===== src/verilog/vc_router_params.svh =====
/*
 * Offsets, field positions, reset values and limits of the upstream VC set router.
 * Assumes a 32-bit APB3 register bus with byte addresses.
 */
`ifndef VC_ROUTER_PARAMS_SVH
`define VC_ROUTER_PARAMS_SVH

// ****************************************
// register offsets
// ****************************************
`define OFS_MODE 8'h00
`define OFS_TUNE 8'h04
`define OFS_STATUS 8'h08
`define OFS_CNT_BASE 8'h10
`define CNT_WORDS 10
`define CNT_PER_WORD 4

// ****************************************
// mode and status bit positions
// ****************************************
`define MODE_DR_BIT 0
`define MODE_HP_BIT 1
`define MODE_ISOC_BIT 2
`define MODE_DEMOTE_BIT 3
`define STAT_VIOL_BIT 0
`define STAT_DR_BIT 4
`define STAT_HP_BIT 5
`define STAT_ISOC_BIT 6
`define STAT_DEMOTE_BIT 7

// ****************************************
// reset values
// ****************************************
`define MODE_RST 4'h0
`define TUNE_RST 32'h00000000
`define CNT_RST 6'h00

// ****************************************
// count field indices, four per word, one per byte lane
// ****************************************
`define C_UP_P 0
`define C_UP_NPC 1
`define C_UP_RC 2
`define C_UP_RD 3
`define C_UP_NPD 4
`define C_ISO_P 5
`define C_ISO_NPC 6
`define C_ISO_RC 7
`define C_ISO_RD 8
`define C_ISO_NPD 9
`define C_DN_HI_R 10
`define C_DN_HI_NP 11
`define C_DN_HI_P 12
`define C_DN_LO_R 13
`define C_DN_LO_NP 14
`define C_DN_LO_P 15
`define C_DN_POOL 16
`define C_DN_DR_R 17
`define C_NB_LO_PD 18
`define C_NB_LO_NPD 19
`define C_NB_HI_PD 20
`define C_NB_HI_NPD 21
`define C_NB_LO_RC 22
`define C_NB_HI_RC 23
`define C_NB_LO_PC 24
`define C_NB_LO_NPC 25
`define C_NB_HI_PC 26
`define C_NB_HI_NPC 27
`define C_NB_DR_C 28
`define C_FREE 29
`define C_IF_DR 30
`define C_IF_HI_P 31
`define C_IF_HI_NP 32
`define C_IF_LO_P 33
`define C_IF_LO_NP 34
`define C_IF_CORE 35
`define C_NB_LO_RD 36
`define C_NB_HI_RD 37

// ****************************************
// allocation limits
// ****************************************
`define LIM_UP_CMD 9'h024
`define LIM_UP_DATA 9'h014
`define LIM_DN 9'h022
`define LIM_NB_DATA 9'h008
`define LIM_NB_RSP 9'h008
`define LIM_NB_REQ 9'h010
`define LIM_INFLIGHT 9'h010

`endif


===== src/verilog/vc_router_pkg.sv =====
/*
 * Types of the upstream VC set router.
 * Assumes nothing beyond a SystemVerilog compiler.
 */
package vc_router_pkg;
    typedef enum logic [1:0] {
        CLS_BASE = 2'h0,
        CLS_DISP = 2'h1,
        CLS_ISOC = 2'h2
    } req_class_t;
    typedef enum logic [1:0] {
        VC_LO = 2'h0,
        VC_DR = 2'h1,
        VC_HI = 2'h2
    } vc_set_t;
    typedef enum logic [1:0] {
        SUB_POSTED = 2'h0,
        SUB_NONPOSTED = 2'h1,
        SUB_RESP = 2'h2
    } subch_t;
    typedef enum logic [1:0] {
        DN_CORE = 2'h0,
        DN_PEER = 2'h1,
        DN_RESP = 2'h2
    } dn_src_t;
endpackage


===== src/verilog/vc_set_classifier.sv =====
/*
 * One registered stage that classifies upstream requests onto VC sets and
 * picks the link channel of downstream traffic.
 * Assumes request inputs come from logic on the same clock.
 */
module vc_set_classifier (
    input wire logic clk_i,
    input wire logic rst_i,
    input wire logic dr_en_i,
    input wire logic hp_en_i,
    input wire logic demote_en_i,
    input wire logic req_valid_i,
    input wire logic req_isoc_i,
    input wire logic req_posted_i,
    input wire logic req_read_i,
    input wire logic req_ppw_i,
    input wire logic req_rppw_i,
    input wire logic req_coherent_i,
    input wire logic [3:0] req_seq_tag_i,
    input wire logic dn_valid_i,
    input wire vc_router_pkg::dn_src_t dn_src_i,
    input wire logic dn_up_isoc_i,
    output vc_router_pkg::req_class_t req_class_o,
    output vc_router_pkg::vc_set_t req_vc_set_o,
    output vc_router_pkg::subch_t req_subch_o,
    output logic req_valid_o,
    output logic dn_valid_o,
    output logic dn_isoc_o
);
    vc_router_pkg::req_class_t cls_nxt;
    vc_router_pkg::vc_set_t set_nxt;
    vc_router_pkg::subch_t sub_nxt;
    logic dn_isoc_nxt;

    // ****************************************
    // classification and mapping
    // ****************************************
    always_comb begin
        // display refresh tested first so it wins over isochronous
        if (req_isoc_i && !req_posted_i && req_read_i && req_ppw_i && req_rppw_i
            && !req_coherent_i && req_seq_tag_i == 4'h0) begin
            cls_nxt = vc_router_pkg::CLS_DISP;
        end else if (req_isoc_i) begin
            cls_nxt = vc_router_pkg::CLS_ISOC;
        end else begin
            cls_nxt = vc_router_pkg::CLS_BASE;
        end
        set_nxt = vc_router_pkg::VC_LO;
        if (cls_nxt == vc_router_pkg::CLS_DISP && dr_en_i) begin
            set_nxt = vc_router_pkg::VC_DR;
        end else if (cls_nxt != vc_router_pkg::CLS_BASE && hp_en_i) begin
            set_nxt = vc_router_pkg::VC_HI;
        end
        // display refresh set has no posted lane; its requests are reads
        sub_nxt = req_posted_i ? vc_router_pkg::SUB_POSTED : vc_router_pkg::SUB_NONPOSTED;
        case (dn_src_i)
            vc_router_pkg::DN_CORE: dn_isoc_nxt = 1'b0;
            vc_router_pkg::DN_PEER: dn_isoc_nxt = dn_up_isoc_i && !demote_en_i;
            vc_router_pkg::DN_RESP: dn_isoc_nxt = dn_up_isoc_i;
            default: dn_isoc_nxt = 1'b0;
        endcase
    end

    always_ff @(posedge clk_i or posedge rst_i) begin
        if (rst_i) begin
            req_class_o <= vc_router_pkg::CLS_BASE;
            req_vc_set_o <= vc_router_pkg::VC_LO;
            req_subch_o <= vc_router_pkg::SUB_POSTED;
            req_valid_o <= 1'b0;
            dn_valid_o <= 1'b0;
            dn_isoc_o <= 1'b0;
        end else begin
            req_class_o <= cls_nxt;
            req_vc_set_o <= set_nxt;
            req_subch_o <= sub_nxt;
            req_valid_o <= req_valid_i;
            dn_valid_o <= dn_valid_i;
            dn_isoc_o <= dn_isoc_nxt;
        end
    end
endmodule // vc_set_classifier


===== src/verilog/upstream_vc_set_router.sv =====
/*
 * Upstream VC set router: APB3 register file, warm-reset commit of the
 * buffer counts, route enables and isoc flow, allocation checks, and request routing.
 * Assumes WARM_RESET_I is asynchronous; request and APB inputs share CLK_I.
 */
// Function
// - display refresh is a nonposted read, isoc, both pass bits, noncoherent, tag zero.
// - an isoc request that is not display refresh is isochronous.
// - a request with isoc clear is a base request.
// - low priority set has posted, nonposted and response lanes.
// - display refresh set has only nonposted and response lanes.
// - high priority set has posted, nonposted and response lanes.
// - core downstream requests always use the base link channel.
// - peer traffic keeps upstream isoc type unless demotion is enabled.
// - a downstream response uses the channel of its request.
// - both enables off send everything low; isoc flow must stay off.
// - refresh enable only sends refresh to its set, rest low.
// - high enable only sends isoc and refresh high, base low.
// - both enables send refresh to its set, isoc high, base low.
// - counts, route enables and isoc flow take effect at warm reset.
// - tuning register takes effect at once.
`include "vc_router_params.svh"
module upstream_vc_set_router #(
    parameter int ADDR_W = 8,
    parameter int CNT_W = 6
) (
    input wire logic CLK_I,
    input wire logic RESET_I,
    input wire logic WARM_RESET_I,
    input wire logic PSEL_I,
    input wire logic PENABLE_I,
    input wire logic PWRITE_I,
    input wire logic [ADDR_W-1:0] PADDR_I,
    input wire logic [31:0] PWDATA_I,
    output logic [31:0] PRDATA_O,
    output logic PREADY_O,
    output logic PSLVERR_O,
    input wire logic REQ_VALID_I,
    input wire logic REQ_ISOC_I,
    input wire logic REQ_POSTED_I,
    input wire logic REQ_READ_I,
    input wire logic REQ_PASS_PW_I,
    input wire logic REQ_RESP_PASS_PW_I,
    input wire logic REQ_COHERENT_I,
    input wire logic [3:0] REQ_SEQ_TAG_I,
    input wire logic DN_VALID_I,
    input wire vc_router_pkg::dn_src_t DN_SRC_I,
    input wire logic DN_UP_ISOC_I,
    output logic REQ_VALID_O,
    output vc_router_pkg::req_class_t REQ_CLASS_O,
    output vc_router_pkg::vc_set_t REQ_VC_SET_O,
    output vc_router_pkg::subch_t REQ_SUBCH_O,
    output logic DN_VALID_O,
    output logic DN_ISOC_O,
    output logic [31:0] TUNE_O,
    output logic ISOC_FLOW_EN_O,
    output logic CFG_VIOLATION_O
);
    localparam int NCNT = `CNT_WORDS * `CNT_PER_WORD;

    // ****************************************
    // warm reset synchroniser and edge
    // ****************************************
    logic wr_s1_r, wr_s2_r, wr_s3_r;
    logic warm_edge;

    always_ff @(posedge CLK_I or posedge RESET_I) begin
        if (RESET_I) begin
            wr_s1_r <= 1'b0;
            wr_s2_r <= 1'b0;
            wr_s3_r <= 1'b0;
        end else begin
            wr_s1_r <= WARM_RESET_I;
            wr_s2_r <= wr_s1_r;
            wr_s3_r <= wr_s2_r;
        end
    end
    assign warm_edge = wr_s2_r && !wr_s3_r;

    // ****************************************
    // apb decode
    // ****************************************
    logic setup, wr_acc, hit_cnt, mapped;
    logic [ADDR_W-1:0] cnt_ofs;
    logic [3:0] cnt_word;

    assign setup = PSEL_I && !PENABLE_I;
    assign wr_acc = PSEL_I && PENABLE_I && PREADY_O && PWRITE_I && !PSLVERR_O;
    assign cnt_ofs = PADDR_I - ADDR_W'(`OFS_CNT_BASE);
    assign cnt_word = cnt_ofs[5:2];
    assign hit_cnt = PADDR_I[1:0] == 2'h0 && PADDR_I >= ADDR_W'(`OFS_CNT_BASE)
        && cnt_ofs[ADDR_W-1:2] < (ADDR_W-2)'(`CNT_WORDS);
    assign mapped = hit_cnt || PADDR_I == ADDR_W'(`OFS_MODE)
        || PADDR_I == ADDR_W'(`OFS_TUNE) || PADDR_I == ADDR_W'(`OFS_STATUS);

    // ****************************************
    // mode, tuning and count registers
    // ****************************************
    logic [3:0] mode_r, mode_nxt;
    logic [2:0] act_mode_r, act_mode_nxt;
    logic [31:0] tune_nxt;
    logic [CNT_W-1:0] shd_r [NCNT];
    logic [CNT_W-1:0] shd_nxt [NCNT];
    logic [CNT_W-1:0] act_r [NCNT];
    logic [CNT_W-1:0] act_nxt [NCNT];

    always_comb begin
        mode_nxt = mode_r;
        tune_nxt = TUNE_O;
        act_mode_nxt = act_mode_r;
        if (wr_acc && PADDR_I == ADDR_W'(`OFS_MODE)) begin
            mode_nxt = PWDATA_I[3:0];
        end
        if (wr_acc && PADDR_I == ADDR_W'(`OFS_TUNE)) begin
            tune_nxt = PWDATA_I;
        end
        if (warm_edge) begin
            act_mode_nxt = mode_r[2:0];
        end
    end

    genvar g;
    generate
        for (g = 0; g < NCNT; g++) begin : g_cnt
            always_comb begin
                shd_nxt[g] = shd_r[g];
                act_nxt[g] = act_r[g];
                if (wr_acc && hit_cnt && cnt_word == 4'(g / `CNT_PER_WORD)) begin
                    shd_nxt[g] = PWDATA_I[8*(g%`CNT_PER_WORD) +: CNT_W];
                end
                if (warm_edge) begin
                    act_nxt[g] = shd_r[g];
                end
            end
            always_ff @(posedge CLK_I or posedge RESET_I) begin
                if (RESET_I) begin
                    shd_r[g] <= CNT_W'(`CNT_RST);
                    act_r[g] <= CNT_W'(`CNT_RST);
                end else begin
                    shd_r[g] <= shd_nxt[g];
                    act_r[g] <= act_nxt[g];
                end
            end
        end
    endgenerate

    // ****************************************
    // allocation checks on the values being committed
    // ****************************************
    function automatic logic [8:0] z(input logic [CNT_W-1:0] v);
        return 9'(v);
    endfunction

    logic [8:0] s_up_cmd, s_up_dat, s_dn, s_nb_dat, s_nb_rsp, s_nb_req, s_if;
    logic lo_zero, dr_zero, hi_zero, bad;

    always_comb begin
        s_up_cmd = z(shd_r[`C_UP_NPC]) + z(shd_r[`C_UP_P]) + z(shd_r[`C_UP_RC])
            + z(shd_r[`C_ISO_NPC]) + z(shd_r[`C_ISO_P]) + z(shd_r[`C_ISO_RC]);
        s_up_dat = z(shd_r[`C_UP_RD]) + z(shd_r[`C_UP_NPD]) + z(shd_r[`C_UP_P])
            + z(shd_r[`C_ISO_RD]) + z(shd_r[`C_ISO_NPD]) + z(shd_r[`C_ISO_P]);
        s_dn = z(shd_r[`C_DN_HI_R]) + z(shd_r[`C_DN_HI_NP]) + z(shd_r[`C_DN_HI_P])
            + z(shd_r[`C_DN_LO_R]) + z(shd_r[`C_DN_LO_NP]) + z(shd_r[`C_DN_LO_P])
            + z(shd_r[`C_DN_POOL]);
        s_nb_dat = z(shd_r[`C_NB_LO_PD]) + z(shd_r[`C_NB_LO_NPD])
            + z(shd_r[`C_NB_HI_PD]) + z(shd_r[`C_NB_HI_NPD]);
        s_nb_rsp = z(shd_r[`C_NB_HI_RC]) + z(shd_r[`C_NB_LO_RC]);
        s_nb_req = z(shd_r[`C_NB_HI_PC]) + z(shd_r[`C_NB_HI_NPC]) + z(shd_r[`C_NB_LO_PC])
            + z(shd_r[`C_NB_LO_NPC]) + z(shd_r[`C_NB_DR_C]);
        s_if = z(shd_r[`C_FREE]) + z(shd_r[`C_IF_DR]) + z(shd_r[`C_IF_HI_NP])
            + z(shd_r[`C_IF_HI_P]) + z(shd_r[`C_IF_LO_NP]) + z(shd_r[`C_IF_LO_P])
            + z(shd_r[`C_IF_CORE]);
        lo_zero = shd_r[`C_UP_P] == '0 || shd_r[`C_UP_NPC] == '0 || shd_r[`C_UP_NPD] == '0
            || shd_r[`C_UP_RC] == '0 || shd_r[`C_UP_RD] == '0
            || shd_r[`C_NB_LO_NPD] == '0 || shd_r[`C_NB_LO_RD] == '0
            || shd_r[`C_NB_LO_PD] == '0 || shd_r[`C_NB_LO_RC] == '0
            || shd_r[`C_NB_LO_NPC] == '0 || shd_r[`C_NB_LO_PC] == '0
            || shd_r[`C_IF_LO_P] == '0 || shd_r[`C_IF_LO_NP] == '0;
        dr_zero = shd_r[`C_DN_DR_R] == '0 || shd_r[`C_NB_DR_C] == '0
            || shd_r[`C_IF_DR] == '0;
        hi_zero = shd_r[`C_ISO_P] == '0 || shd_r[`C_ISO_NPC] == '0
            || shd_r[`C_ISO_NPD] == '0 || shd_r[`C_ISO_RC] == '0
            || shd_r[`C_ISO_RD] == '0 || shd_r[`C_NB_HI_NPD] == '0
            || shd_r[`C_NB_HI_RD] == '0 || shd_r[`C_NB_HI_PD] == '0
            || shd_r[`C_NB_HI_RC] == '0 || shd_r[`C_NB_HI_NPC] == '0
            || shd_r[`C_NB_HI_PC] == '0 || shd_r[`C_IF_HI_P] == '0
            || shd_r[`C_IF_HI_NP] == '0;
        bad = 1'b0;
        if (mode_r[`MODE_ISOC_BIT] && !mode_r[`MODE_HP_BIT]) begin
            bad = 1'b1;
        end
        if (s_up_cmd > `LIM_UP_CMD || s_up_dat > `LIM_UP_DATA) begin
            bad = 1'b1;
        end
        if (s_dn > `LIM_DN) begin
            bad = 1'b1;
        end
        if (s_nb_dat > `LIM_NB_DATA || s_nb_rsp > `LIM_NB_RSP
            || s_nb_req > `LIM_NB_REQ) begin
            bad = 1'b1;
        end
        if (s_if > `LIM_INFLIGHT || shd_r[`C_FREE] == '0) begin
            bad = 1'b1;
        end
        if (lo_zero || (mode_r[`MODE_DR_BIT] && dr_zero)
            || (mode_r[`MODE_HP_BIT] && hi_zero)) begin
            bad = 1'b1;
        end
    end

    // ****************************************
    // status, read data and bus answer
    // ****************************************
    logic viol_nxt;
    logic [31:0] rd_nxt;

    always_comb begin
        viol_nxt = CFG_VIOLATION_O;
        if (wr_acc && PADDR_I == ADDR_W'(`OFS_STATUS) && PWDATA_I[`STAT_VIOL_BIT]) begin
            viol_nxt = 1'b0;
        end
        // a violation found in the clear cycle still sticks
        if (warm_edge && bad) begin
            viol_nxt = 1'b1;
        end
        rd_nxt = 32'h00000000;
        if (hit_cnt) begin
            for (int i = 0; i < `CNT_PER_WORD; i++) begin
                rd_nxt[8*i +: CNT_W] = shd_r[int'(cnt_word) * `CNT_PER_WORD + i];
            end
        end else if (PADDR_I == ADDR_W'(`OFS_MODE)) begin
            rd_nxt[3:0] = mode_r;
        end else if (PADDR_I == ADDR_W'(`OFS_TUNE)) begin
            rd_nxt = TUNE_O;
        end else if (PADDR_I == ADDR_W'(`OFS_STATUS)) begin
            rd_nxt[`STAT_VIOL_BIT] = CFG_VIOLATION_O;
            rd_nxt[`STAT_DR_BIT] = act_mode_r[`MODE_DR_BIT];
            rd_nxt[`STAT_HP_BIT] = act_mode_r[`MODE_HP_BIT];
            rd_nxt[`STAT_ISOC_BIT] = act_mode_r[`MODE_ISOC_BIT];
            rd_nxt[`STAT_DEMOTE_BIT] = mode_r[`MODE_DEMOTE_BIT];
        end
    end

    always_ff @(posedge CLK_I or posedge RESET_I) begin
        if (RESET_I) begin
            mode_r <= `MODE_RST;
            act_mode_r <= 3'(`MODE_RST);
            TUNE_O <= `TUNE_RST;
            CFG_VIOLATION_O <= 1'b0;
            ISOC_FLOW_EN_O <= 1'b0;
            PRDATA_O <= 32'h00000000;
            PREADY_O <= 1'b0;
            PSLVERR_O <= 1'b0;
        end else begin
            mode_r <= mode_nxt;
            act_mode_r <= act_mode_nxt;
            TUNE_O <= tune_nxt;
            CFG_VIOLATION_O <= viol_nxt;
            ISOC_FLOW_EN_O <= act_mode_nxt[`MODE_ISOC_BIT];
            PREADY_O <= setup;
            PSLVERR_O <= setup && !mapped;
            if (setup) begin
                PRDATA_O <= (PWRITE_I || !mapped) ? 32'h00000000 : rd_nxt;
            end
        end
    end

    // ****************************************
    // request routing
    // ****************************************
    vc_set_classifier u_classifier (
        .clk_i(CLK_I),
        .rst_i(RESET_I),
        .dr_en_i(act_mode_r[`MODE_DR_BIT]),
        .hp_en_i(act_mode_r[`MODE_HP_BIT]),
        .demote_en_i(mode_r[`MODE_DEMOTE_BIT]),
        .req_valid_i(REQ_VALID_I),
        .req_isoc_i(REQ_ISOC_I),
        .req_posted_i(REQ_POSTED_I),
        .req_read_i(REQ_READ_I),
        .req_ppw_i(REQ_PASS_PW_I),
        .req_rppw_i(REQ_RESP_PASS_PW_I),
        .req_coherent_i(REQ_COHERENT_I),
        .req_seq_tag_i(REQ_SEQ_TAG_I),
        .dn_valid_i(DN_VALID_I),
        .dn_src_i(DN_SRC_I),
        .dn_up_isoc_i(DN_UP_ISOC_I),
        .req_class_o(REQ_CLASS_O),
        .req_vc_set_o(REQ_VC_SET_O),
        .req_subch_o(REQ_SUBCH_O),
        .req_valid_o(REQ_VALID_O),
        .dn_valid_o(DN_VALID_O),
        .dn_isoc_o(DN_ISOC_O)
    );
endmodule // upstream_vc_set_router


===== config.mk =====
export PLATFORM = sky130hd
export DESIGN_NAME = upstream_vc_set_router
export DESIGN_NICKNAME = d
export VERILOG_FILES = /design/src/verilog/vc_router_pkg.sv /design/src/verilog/vc_set_classifier.sv /design/src/verilog/upstream_vc_set_router.sv
export VERILOG_INCLUDE_DIRS = /design/src /design/src/verilog
export SDC_FILE = /design/constraint.sdc
export NUM_CORES = 1
export LEC_CHECK = 0
export BUFFER_PORTS_ARGS = -buffer_cell sky130_fd_sc_hd__buf_2
export CAP_MARGIN = 10
export CELL_PAD_IN_SITES_DETAIL_PLACEMENT = 1
export CELL_PAD_IN_SITES_GLOBAL_PLACEMENT = 2
export CORE_ASPECT_RATIO = 1.1
export CORE_MARGIN = 8
export CORE_UTILIZATION = 39
export CTS_CLUSTER_SIZE = 10
export DETAILED_ROUTE_END_ITERATION = 6
export GPL_TIMING_DRIVEN = 0
export MAX_ROUTING_LAYER = met4
export PLACE_DENSITY = 0.83
export SYNTH_ARGS = -nofsm -noshare
export SYNTH_HDL_FRONTEND = slang
export SYNTH_HIERARCHICAL = 1
export SYNTH_SLANG_ARGS = --single-unit

===== constraint.sdc =====
create_clock -name CLK_I -period 10.2 [get_ports CLK_I]
set_input_delay 2.04 -clock CLK_I [delete_from_list [all_inputs] [get_ports CLK_I]]
set_output_delay 2.04 -clock CLK_I [all_outputs]
set_load 0.03 [all_outputs]

Word level (Yosys, flattened, before mapping)
Cells that the tools add are included.
Word-level totals
  output and inout bits: 77
  memory bits (read-only): 0
  bits in registers: 326
  memories kept: 0
  memory bits (writable): 0
  latch bits: 0
  bits of input ports: 61
Operators by class
  div/mod/pow operators: 0
  bitwise gates (word level): 4
  multiply operators: 0
  order comparisons: 13
  eq/ne operators: 14
  add/sub/neg operators: 34
  reductions and logical operators: 117
  shifts and indexed selects: 0
  multiplexer cells: 43
Operators with widths (count)
  6-bit logical NOT: 30
  6-bit binary-select mux with 6-bit select: 4
  32-bit by 7-bit >= comparator with 1-bit output (second input constant): 4
  9-bit by 6-bit adder with 9-bit output: 11
  7-bit NOT with 32-bit output: 3
  6-bit 2-to-1 mux: 12
  8-bit by 6-bit adder with 9-bit output: 6
  6-bit by 6-bit adder with 7-bit output: 7
  7-bit by 6-bit adder with 8-bit output: 6
  1-bit logical AND: 37
  1-bit logical OR: 36
  32-bit 2-to-1 mux: 1
  6-bit NOT with 32-bit output: 1
  28-bit 2-to-1 mux: 1
  9-bit by 5-bit greater-than comparator with 1-bit output (second input constant): 3
  24-bit 2-to-1 mux: 1
  9-bit by 6-bit greater-than comparator with 1-bit output (second input constant): 2
  4-bit by 3-bit equality test with 1-bit output (second input constant): 4
  2-bit 2-to-1 mux: 8
  6-bit by 2-bit adder with 7-bit output (second input constant): 2
  4-bit 2-to-1 mux: 3
  1-bit 2-to-1 mux: 11
  9-bit by 4-bit greater-than comparator with 1-bit output (second input constant): 1
  4-bit by 2-bit equality test with 1-bit output (second input constant): 2
  18 further kinds: 29

Logic depth before layout (Yosys ltp)
Gate-level depths: netlist (run 1).
  word-level depth: 18
  mapped depth: 17
  gate-level depth less buffers: 17

Modules after synthesis
Netlist (run 1), hierarchy kept.
Modules (own cells, without submodules)
  upstream_vc_set_router: times used 1, sequential area each 7932.6 sq um, cells each 1552, area each 19759.0 sq um
  vc_set_classifier: times used 1, sequential area each 200.2 sq um, cells each 27, area each 326.6 sq um

Worst setup path before layout (run 1)
OpenSTA, ideal clock, no wires.
  path type: input to register
  start point: input PADDR_I[4]
  end point: register shd_r[108] (netlist name)
  data arrival time: 4298 ps
  slack: 5775 ps
  stages on the path: 11
  required time: 10072 ps
  setup time: 128 ps
  buffers on the path: 4
  path through: buf_4 -> clkinv_1 -> clkbuf_1 -> ha_1 -> a2111oi_4 -> o21a_4 -> buf_6 -> nand3_4 -> nor2_8 -> buf_8 -> mux2_1
Between the ends
  cells in the longest elaborated chain, start to end: 5
  elaborated cells on any way between the ends: 8
  classes of those cells: add/sub: 1; order compare: 2; eq/ne: 1; reduce/logical: 4
Ends and longest elaborated chain
  start: declaration: line upstream_vc_set_router.sv:33  | input wire logic [ADDR_W-1:0] PADDR_I,
  8-bit by 5-bit subtractor with 8-bit output or 8-bit by 5-bit >= comparator with 1-bit output (tied branches): line upstream_vc_set_router.sv:89, upstream_vc_set_router.sv:91
  6-bit by 4-bit < comparator with 1-bit output or 1-bit logical AND (tied branches): line upstream_vc_set_router.sv:92, upstream_vc_set_router.sv:91
  1-bit logical AND: line upstream_vc_set_router.sv:91  | assign hit_cnt = PADDR_I[1:0] == 2'h0 && PADDR_I >= ADDR_W'(`OFS_CNT_BASE)
  1-bit logical AND: line upstream_vc_set_router.sv:128  | if (wr_acc && hit_cnt && cnt_word == 4'(g / `CNT_PER_WORD)) begin
  1-bit logical AND (*): line upstream_vc_set_router.sv:128
  end signal: indexed assignment: line upstream_vc_set_router.sv:137  | shd_r[g] <= CNT_W'(`CNT_RST);
  end signal: indexed assignment: line upstream_vc_set_router.sv:140  | shd_r[g] <= shd_nxt[g];
  end: declaration: line upstream_vc_set_router.sv:102  | logic [CNT_W-1:0] shd_r [NCNT];
Every way passes the cells marked *; elsewhere a longest branch is shown, timed or not.
A chain may end at the register's enable or synchronous reset.

Final worst setup path (run 1)
  start point: input PADDR_I[4]
  end point: register shd_r[144] (netlist name)
The elaborated chain is that of the path after synthesis.

==> results of run 1 <==
## through the flow
stage / utilization (%) / cell area (um2) / setup slack [ns] / hold slack, ns
after global placement: 42.3 / 21600 / 2.01 / 0.340
after global routing: 44.8 / 22900 / 5.03 / 0.357
final: 44.8 / 22900 / 5.14 / 0.348
after detailed placement: 42.6 / 21800 / 4.64 / 0.336
after CTS: 44.8 / 22900 / 5.21 / 0.349
after floorplan: - / 20100 / 3.94 / 0.331
## registers in the layout (all words and copies together), names as in the netlist, 2 cells and up
name,cells
shd_r,240
u_classifier/req_vc_set_o,2
act_mode_r,2
u_classifier/req_class_o,2
PRDATA_O,32
TUNE_O,32
mode_r,4
## kinds of logic (layout without fill, tap and decap cells)
kind of cell / Yosys count / in the layout / synth area share, %
DFF: 325 / 325 / 40.5
and+or+nand+nor: 220 / 220 / 6.44
xor gates and xnor gates: 15 / 15 / 0.654
muxes: 335 / 335 / 22.3
other: 1 / 2 / 0.0187
adders and majority gates: 197 / 197 / 17.3
AOI/OAI and AO/OA: 145 / 145 / 5.61
buffers and inverters: 341 / 534 / 7.18
## area by class of cell
cell class                      instances  share of cell area [%]
Inverter                              255                    4.20
Timing Repair Buffer                  142                    3.63
Clock inverter                          3                   0.131
Buffer                                 86                    2.12
Antenna cell                            1                  0.0109
Tap cell                              667                    3.65
Sequential cell                       325                    35.6
Multi-Input combinational cell        913                    46.0
Clock buffer                           48                    4.69
## cells in the mapped netlist, drive strengths merged, types with 8 or more instances
| master | n | area share (%) |
|---|---|---|
| nor3 | 36 | 0.98 |
| or4 | 25 | 0.93 |
| a221oi | 23 | 1.0 |
| mux2 | 280 | 17 |
| mux4 | 48 | 5.4 |
| xor2 | 8 | 0.35 |
| a22o | 8 | 0.35 |
| nand3 | 8 | 0.26 |
| inv | 254 | 4.7 |
| a221o | 18 | 0.90 |
| clkbuf | 39 | 0.73 |
| nand4 | 8 | 0.36 |
| nor2b | 12 | 0.37 |
| o21ai | 14 | 0.35 |
| nor2 | 27 | 0.81 |
| a21oi | 26 | 0.65 |
| nand2 | 66 | 1.2 |
| dfrtp | 325 | 40 |
| nor4 | 19 | 0.73 |
| ha | 63 | 3.9 |
| fa | 134 | 13 |
| buf | 47 | 1.7 |
| a311oi | 18 | 0.78 |
## layer usage
metal	GRT usage (%)	vias to the layer above	part of all wire, %
li1	-	5808	-
met3	3.72	155	4.4
met2	40.8	390	50
met5	-	-	0
met1	28.6	7464	40
met4	11.5	0	5.2
## power groups by stage
stage          sequential, mW  combinational [mW]  clock, mW
2_1_floorplan            1.33              0.0918          0
3_3_place_gp             1.32               0.161          0
3_5_place_dp             1.32               0.173          0
4_1_cts                  1.30               0.174       1.30
5_1_grt                  1.30               0.187       1.34
6_report                 1.30               0.173       1.28
## final timing paths
kind                                       start                           to  slack [ns]  depth (start not counted)
max                                   PADDR_I[4]       shd_r[144]$_DFFE_PP0P_        5.14                         11
min                            wr_s1_r$_DFF_PP0_            wr_s2_r$_DFF_PP0_        0.35                          0
max reg2reg                shd_r[50]$_DFFE_PP0P_  CFG_VIOLATION_O$_DFFE_PP0P_        5.24                         17
min reg2reg                    wr_s1_r$_DFF_PP0_            wr_s2_r$_DFF_PP0_        0.35                          0
max in group asynchronous                RESET_I       shd_r[176]$_DFFE_PP0P_        7.38                          6
min in group asynchronous                RESET_I           PREADY_O$_DFF_PP0_        1.43                          2
## worst reg2reg max path: cells and delay by family, from the launching register on
family / cells / cell delay (ns)
AOI/OAI and AO/OA: 3 / 0.65
adders and majority gates: 5 / 2.53
buffers and inverters: 5 / 0.34
DFF: 1 / 0.53
and+or+nand+nor: 4 / 0.75
==> impl_results.md, run 1 <==
- First-pass GRT wire length: ~100000 um
- CP arrival: 5.49 ns
- Yosys reg bits: 325
- Switching Fraction: 24.5%
- WL per Instance: 28.4 um
- Area occupied by multi-input gates: 10500 um2
- Total die area: 59000 um2
- Hold Crit Class: flip-flop to flip-flop
- Cells after Synth: ~1600
- Ys flop type: dfrtp_1
- Total power: 2.75 mW
- Total of max-cap violations: 0
- Setup tns final: 0 ns
- Die width: about 230 um
- Synth async-reset ratio: 100%
- Largest net degree at the start of global routing: 44
- Sink Count: 325
- CTS max path bufs: 3
- Crit-path max FO: 12
- CTS buffer count: 39
- FILL cells: ~5400
- Hold violation count in the final report: 0
- Max frequency: 0.197 GHz
- Layout cells sized above 1: 32.8%
- WP data required: 10.63 ns
- Post-route ant nets: 0
- Fin. max-slew vios: 0
- Peak VDD IR: 100 uV
- Commonest non-fill, non-tap cell in the layout: dfrtp_1
- Register area: 8130 um2
- CTS tree: built
- Final Setup Violations: 0
- YS warnings: 6
- Pint: ~2.1 mW
- Final Cycle Share: roughly 50%
- Mapped Nets: 1837
- Power share of the clock group: 46.4%
- DRT iter0 DRCs: 956
- Gate power share: 6.3%
- GRT Util Overall: 24.4%
- Postcts setup bufs: 0
- Slowest-stage cell, CP: nor2_2
- Initial antenna violation count: 1
- RePlAce Congestion: 0.945
- Register area share after synthesis: 40.5%
- CP Class: primary input to flip-flop
- Synth unique cells: 69
- H-tree Lvls: 2
- Power share of the sequential group: 47.3%
- Clk_lat worst skew: approximately 0.57 ns
- CP Capture Type: flip-flop
- Worst slew pin tran: 0.983 ns
- Static Leakage: 11.4 nW
- Slew HR: 34.4%
- Cell Area, Synth: 20100 um2
- P per Cell Area: 120 nW/um2
- Commonest non-fill, non-tap cells in the layout: 325 x dfrtp_1, 253 x inv_1, 225 x mux2_2
- Initial Utilization: 39.3%
- RSZ-0062 raised after global routing: no
- Layout Cells excl Fill: 2440
- Residual DRC count: 0
- GRT overflow: 0
- DP Wirelength: 55300 um
- Cell chain of the critical path: buf_2, buf_4, clkinv_1, clkbuf_1, ha_1, a2111oi_4, o21a_4, nand3_1, nor2_2, buf_6, mux2_2
- Row count: 87
- CP Buf/Inv Count: 5
- Area delta synth->final: 13.8%
- Core Region: 51100 um2
- Mean Syn Cell Area: 12.7 um2
- Final Critical Period: just over 5 ns
- EDFF count, synth: 0
- Drt pass-1 iters: 5
- Post-Route WL: 69300 um
- Avg Vias per Cell: 5.66
- Root Driver: clkbuf_16
- Worst Setup Start Kind: primary input
- Cells after DPL: 2388
- CP peak stage delay: 0.60 ns
- Final Skew: 0.0235 ns
- Die height: 254 um
- Vias in the first global route: 15400
- CP top delay family: buffers and inverters
- Status: complete, no violations
- Hold_buf cts: 0
- CTS-repair resized insts: 0
- Net Switching: 0.674 mW
- Io pins: between 100 and 150
- Nets: approximately 2000
- Clock transition at path regs: about 0.05 ns
- Vias: 13800
- PortBufs: 134
No activity file was read; power rests on OpenSTA's default activity.
==> run 2, diff against run 1 <==
Clock period 10.2 ns to 4.6 ns, I/O delays scaled along.
==> run 2 against run 1 <==
Hold slack worse by 0.042 ns. First-iteration DRC count is 3.7% lower. Count of clock-buffer cells in the layout stayed put. Total power is 120% higher. Flip-flop and latch count stayed put. Routed wire length hardly changed. Sequential share of layout area is 0.17 points lower. Register-to-register slack worse by 5.2 ns. Die area stayed put. Combinational power is 120% higher. Largest power group unchanged.
==> impl_results.md, run 2 (synthesis gave the netlist of run 1 again) <==
- CTS buffer count: 39 (unchanged)
- Vias: 13900 (+0.42%)
- Cells after DPL: 2388 (unchanged)
- Initial Utilization: 39.3% (unchanged)
- Total die area: 59000 um2 (unchanged)
- Die width: 232 um (unchanged)
- Max reg flops: 240 (unchanged)
- Die height: 254 um (unchanged)
- P per Cell Area: 265 nW/um2 (+120%)
- FILL cells: 5352 (-0.15%)
- Reg2Reg Depth: 15 (-2)
- Root Driver: clkbuf_16
- Final worst slack: 0.0856 ns (-5.05 ns)
- CTS tree: built
- DRT iter0 DRCs: 921 (-3.7%)
- H-tree Lvls: 2 (unchanged)
- Hold WS: 0.306 ns (-0.0417 ns)
- Worst r2r dst: CFG_VIOLATION_O$_DFFE_PP0P_
- Crit-path max FO: 3 (-9)
- Commonest non-fill, non-tap cells in the layout: 317 x dfrtp_1, 248 x inv_1, 225 x mux2_2
- PortBufs: 134 (unchanged)
- Clk_lat worst skew: 0.57 ns (about the same)
- Final Setup Violations: 0 (unchanged)
- Register area: 8140 um2 (+0.12%)
- Final Skew: 0.0248 ns (+0.00130 ns)
- Commonest non-fill, non-tap cell in the layout: dfrtp_1
- Fin. max-slew vios: 0 (unchanged)
- Dpl ws: -0.301 ns (-4.94 ns)
- Final Critical Period: 4.51 ns
- Sink Count: 325 (unchanged)
- Vias in the first global route: 15500 (+0.21%)
- DP Wirelength: 55300 um (unchanged)
- Max frequency: 0.222 GHz
- WP data required: 5.00 ns (-5.63 ns)
- RePlAce Congestion: 0.945 (unchanged)
- Initial antenna violation count: 1 (unchanged)
- RSZ-0062 raised after global routing: no
- Status: complete, no violations
- Clock transition at path regs: 0.06 ns (about the same)
- Post-route ant nets: 0 (unchanged)
- Layout cells sized above 1: 34.5% (+1.7 points)
- Slew HR: 33.1% (-1.4 points)
- Setup tns final: 0 ns (unchanged)
- Drt pass-1 iters: 5 (unchanged)
- Worst Setup Start Kind: flip-flop
- Core Region: 51100 um2 (unchanged)
- Hold violation count in the final report: 0 (unchanged)
- Area delta synth->final: 14.5%
- CP Capture Type: flip-flop
- Final Cycle Share: 98.1%
- WL per Instance: 28.4 um (-0.19%)
- GRT Util Overall: 24.4% (+0.039 points)
- Peak VDD IR: 228 uV (+130%)
- Row count: 87 (unchanged)
- Residual DRC count: 0 (unchanged)
- Worst slew pin tran: 1.00 ns (+0.0204 ns)
- CP arrival: 4.92 ns (-0.57 ns)
- Biggest regs: shd_r x240, PRDATA_O x32, TUNE_O x32
- Io pins: 138 (unchanged)
- Post-Route WL: 69400 um (about the same)
- Nets: 2027 (+0.35%)
- Largest Register: shd_r
- CP Class: flip-flop to flip-flop
- GRT overflow: 0 (unchanged)
- Layout Cells excl Fill: 2447 (+0.29%)
- Static Leakage: 11.4 nW (+0.25%)
- Worst r2r src: shd_r[141]$_DFFE_PP0P_
- Total of max-cap violations: 0 (unchanged)
- CTS max path bufs: 3 (unchanged)
- Area occupied by multi-input gates: 10600 um2 (+0.73%)
- Hold Crit Class: primary input to async pin
- R2R setup slack: 0.09 ns (-5.15 ns)
- Largest net degree at the start of global routing: 44 (unchanged)
- Avg Vias per Cell: 5.67 (+0.13%)
- First-pass GRT wire length: 104000 um (+0.11%)
==> run 2: worst max-delay path by stage <==
stage	startpoint	end	slack, ns	cells after the start
final	shd_r[141]$_DFFE_PP0P_	CFG_VIOLATION_O$_DFFE_PP0P_	0.09	15
after global routing	shd_r[37]$_DFFE_PP0P_	CFG_VIOLATION_O$_DFFE_PP0P_	0.01	16
after CTS	shd_r[44]$_DFFE_PP0P_	CFG_VIOLATION_O$_DFFE_PP0P_	0.01	17
after detailed placement	shd_r[50]$_DFFE_PP0P_	CFG_VIOLATION_O$_DFFE_PP0P_	-0.30	17
after global placement	RESET_I	shd_r[224]$_DFFE_PP0P_	-2.47	2
after floorplan	RESET_I	CFG_VIOLATION_O$_DFFE_PP0P_	-0.54	1
==> run 2: critical path, cell delays in order (launching register included) <==
cell,delay (ns)
dfrtp_1,0.53
inv_1,0.11
fa_1,0.56
inv_1,0.06
fa_1,0.48
inv_1,0.05
fa_1,0.42
fa_1,0.52
inv_1,0.04
ha_1,0.24
a21oi_2,0.20
o32ai_1,0.13
nor4_1,0.41
o2111ai_1,0.20
nor4_2,0.25
a31oi_2,0.18
==> run 2: where the power goes <==
part	total, mW	switching [mW]	internal (mW)	leakage (nW)
Combinational	0.386	0.274	0.112	6.34
Sequential	2.88	0.0120	2.87	4.50
Clock	2.83	1.21	1.62	0.542
Total	6.10	1.50	4.60	11.4
==> run 2: layout make-up <==
type / count / share of cell area, %
Inverter: 255 / 4.18
Clock inverter: 3 / 0.131
Buffer: 86 / 2.11
Tap cell: 667 / 3.63
Timing Repair Buffer: 149 / 3.84
Sequential cell: 325 / 35.4
Clock buffer: 48 / 4.66
Antenna cell: 1 / 0.0109
Multi-Input combinational cell: 913 / 46.0
==> run 2: repair_timing <==
| item | CTS | global route |
|---|---|---|
| endpoints found under the setup margin | 1 | 1 |
| pin swaps | 3 | 11 |
| hold buffers | 0 | 0 |
| gates resized for setup | 10 | 19 |
| buffers inserted | 5 | 2 |
==> run 2: layer usage <==
layer | track usage, % | vias up | routed length [um]
met1 | 28.7 | 7476 | 27500
met5 | - | - | 0
met3 | 3.55 | 156 | 3210
met4 | 11.0 | 0 | 3580
li1 | - | 5830 | -
met2 | 41.1 | 413 | 35100
==> run 2: stage by stage <==
stage	cell area [um2]	utilization, %	power, mW
after floorplan	20100	-	3.15
after global placement	21600	42.3	3.29
after detailed placement	21800	42.6	3.32
after CTS	22900	44.9	6.14
after global routing	23000	45.0	6.27
final	23000	45.0	6.10
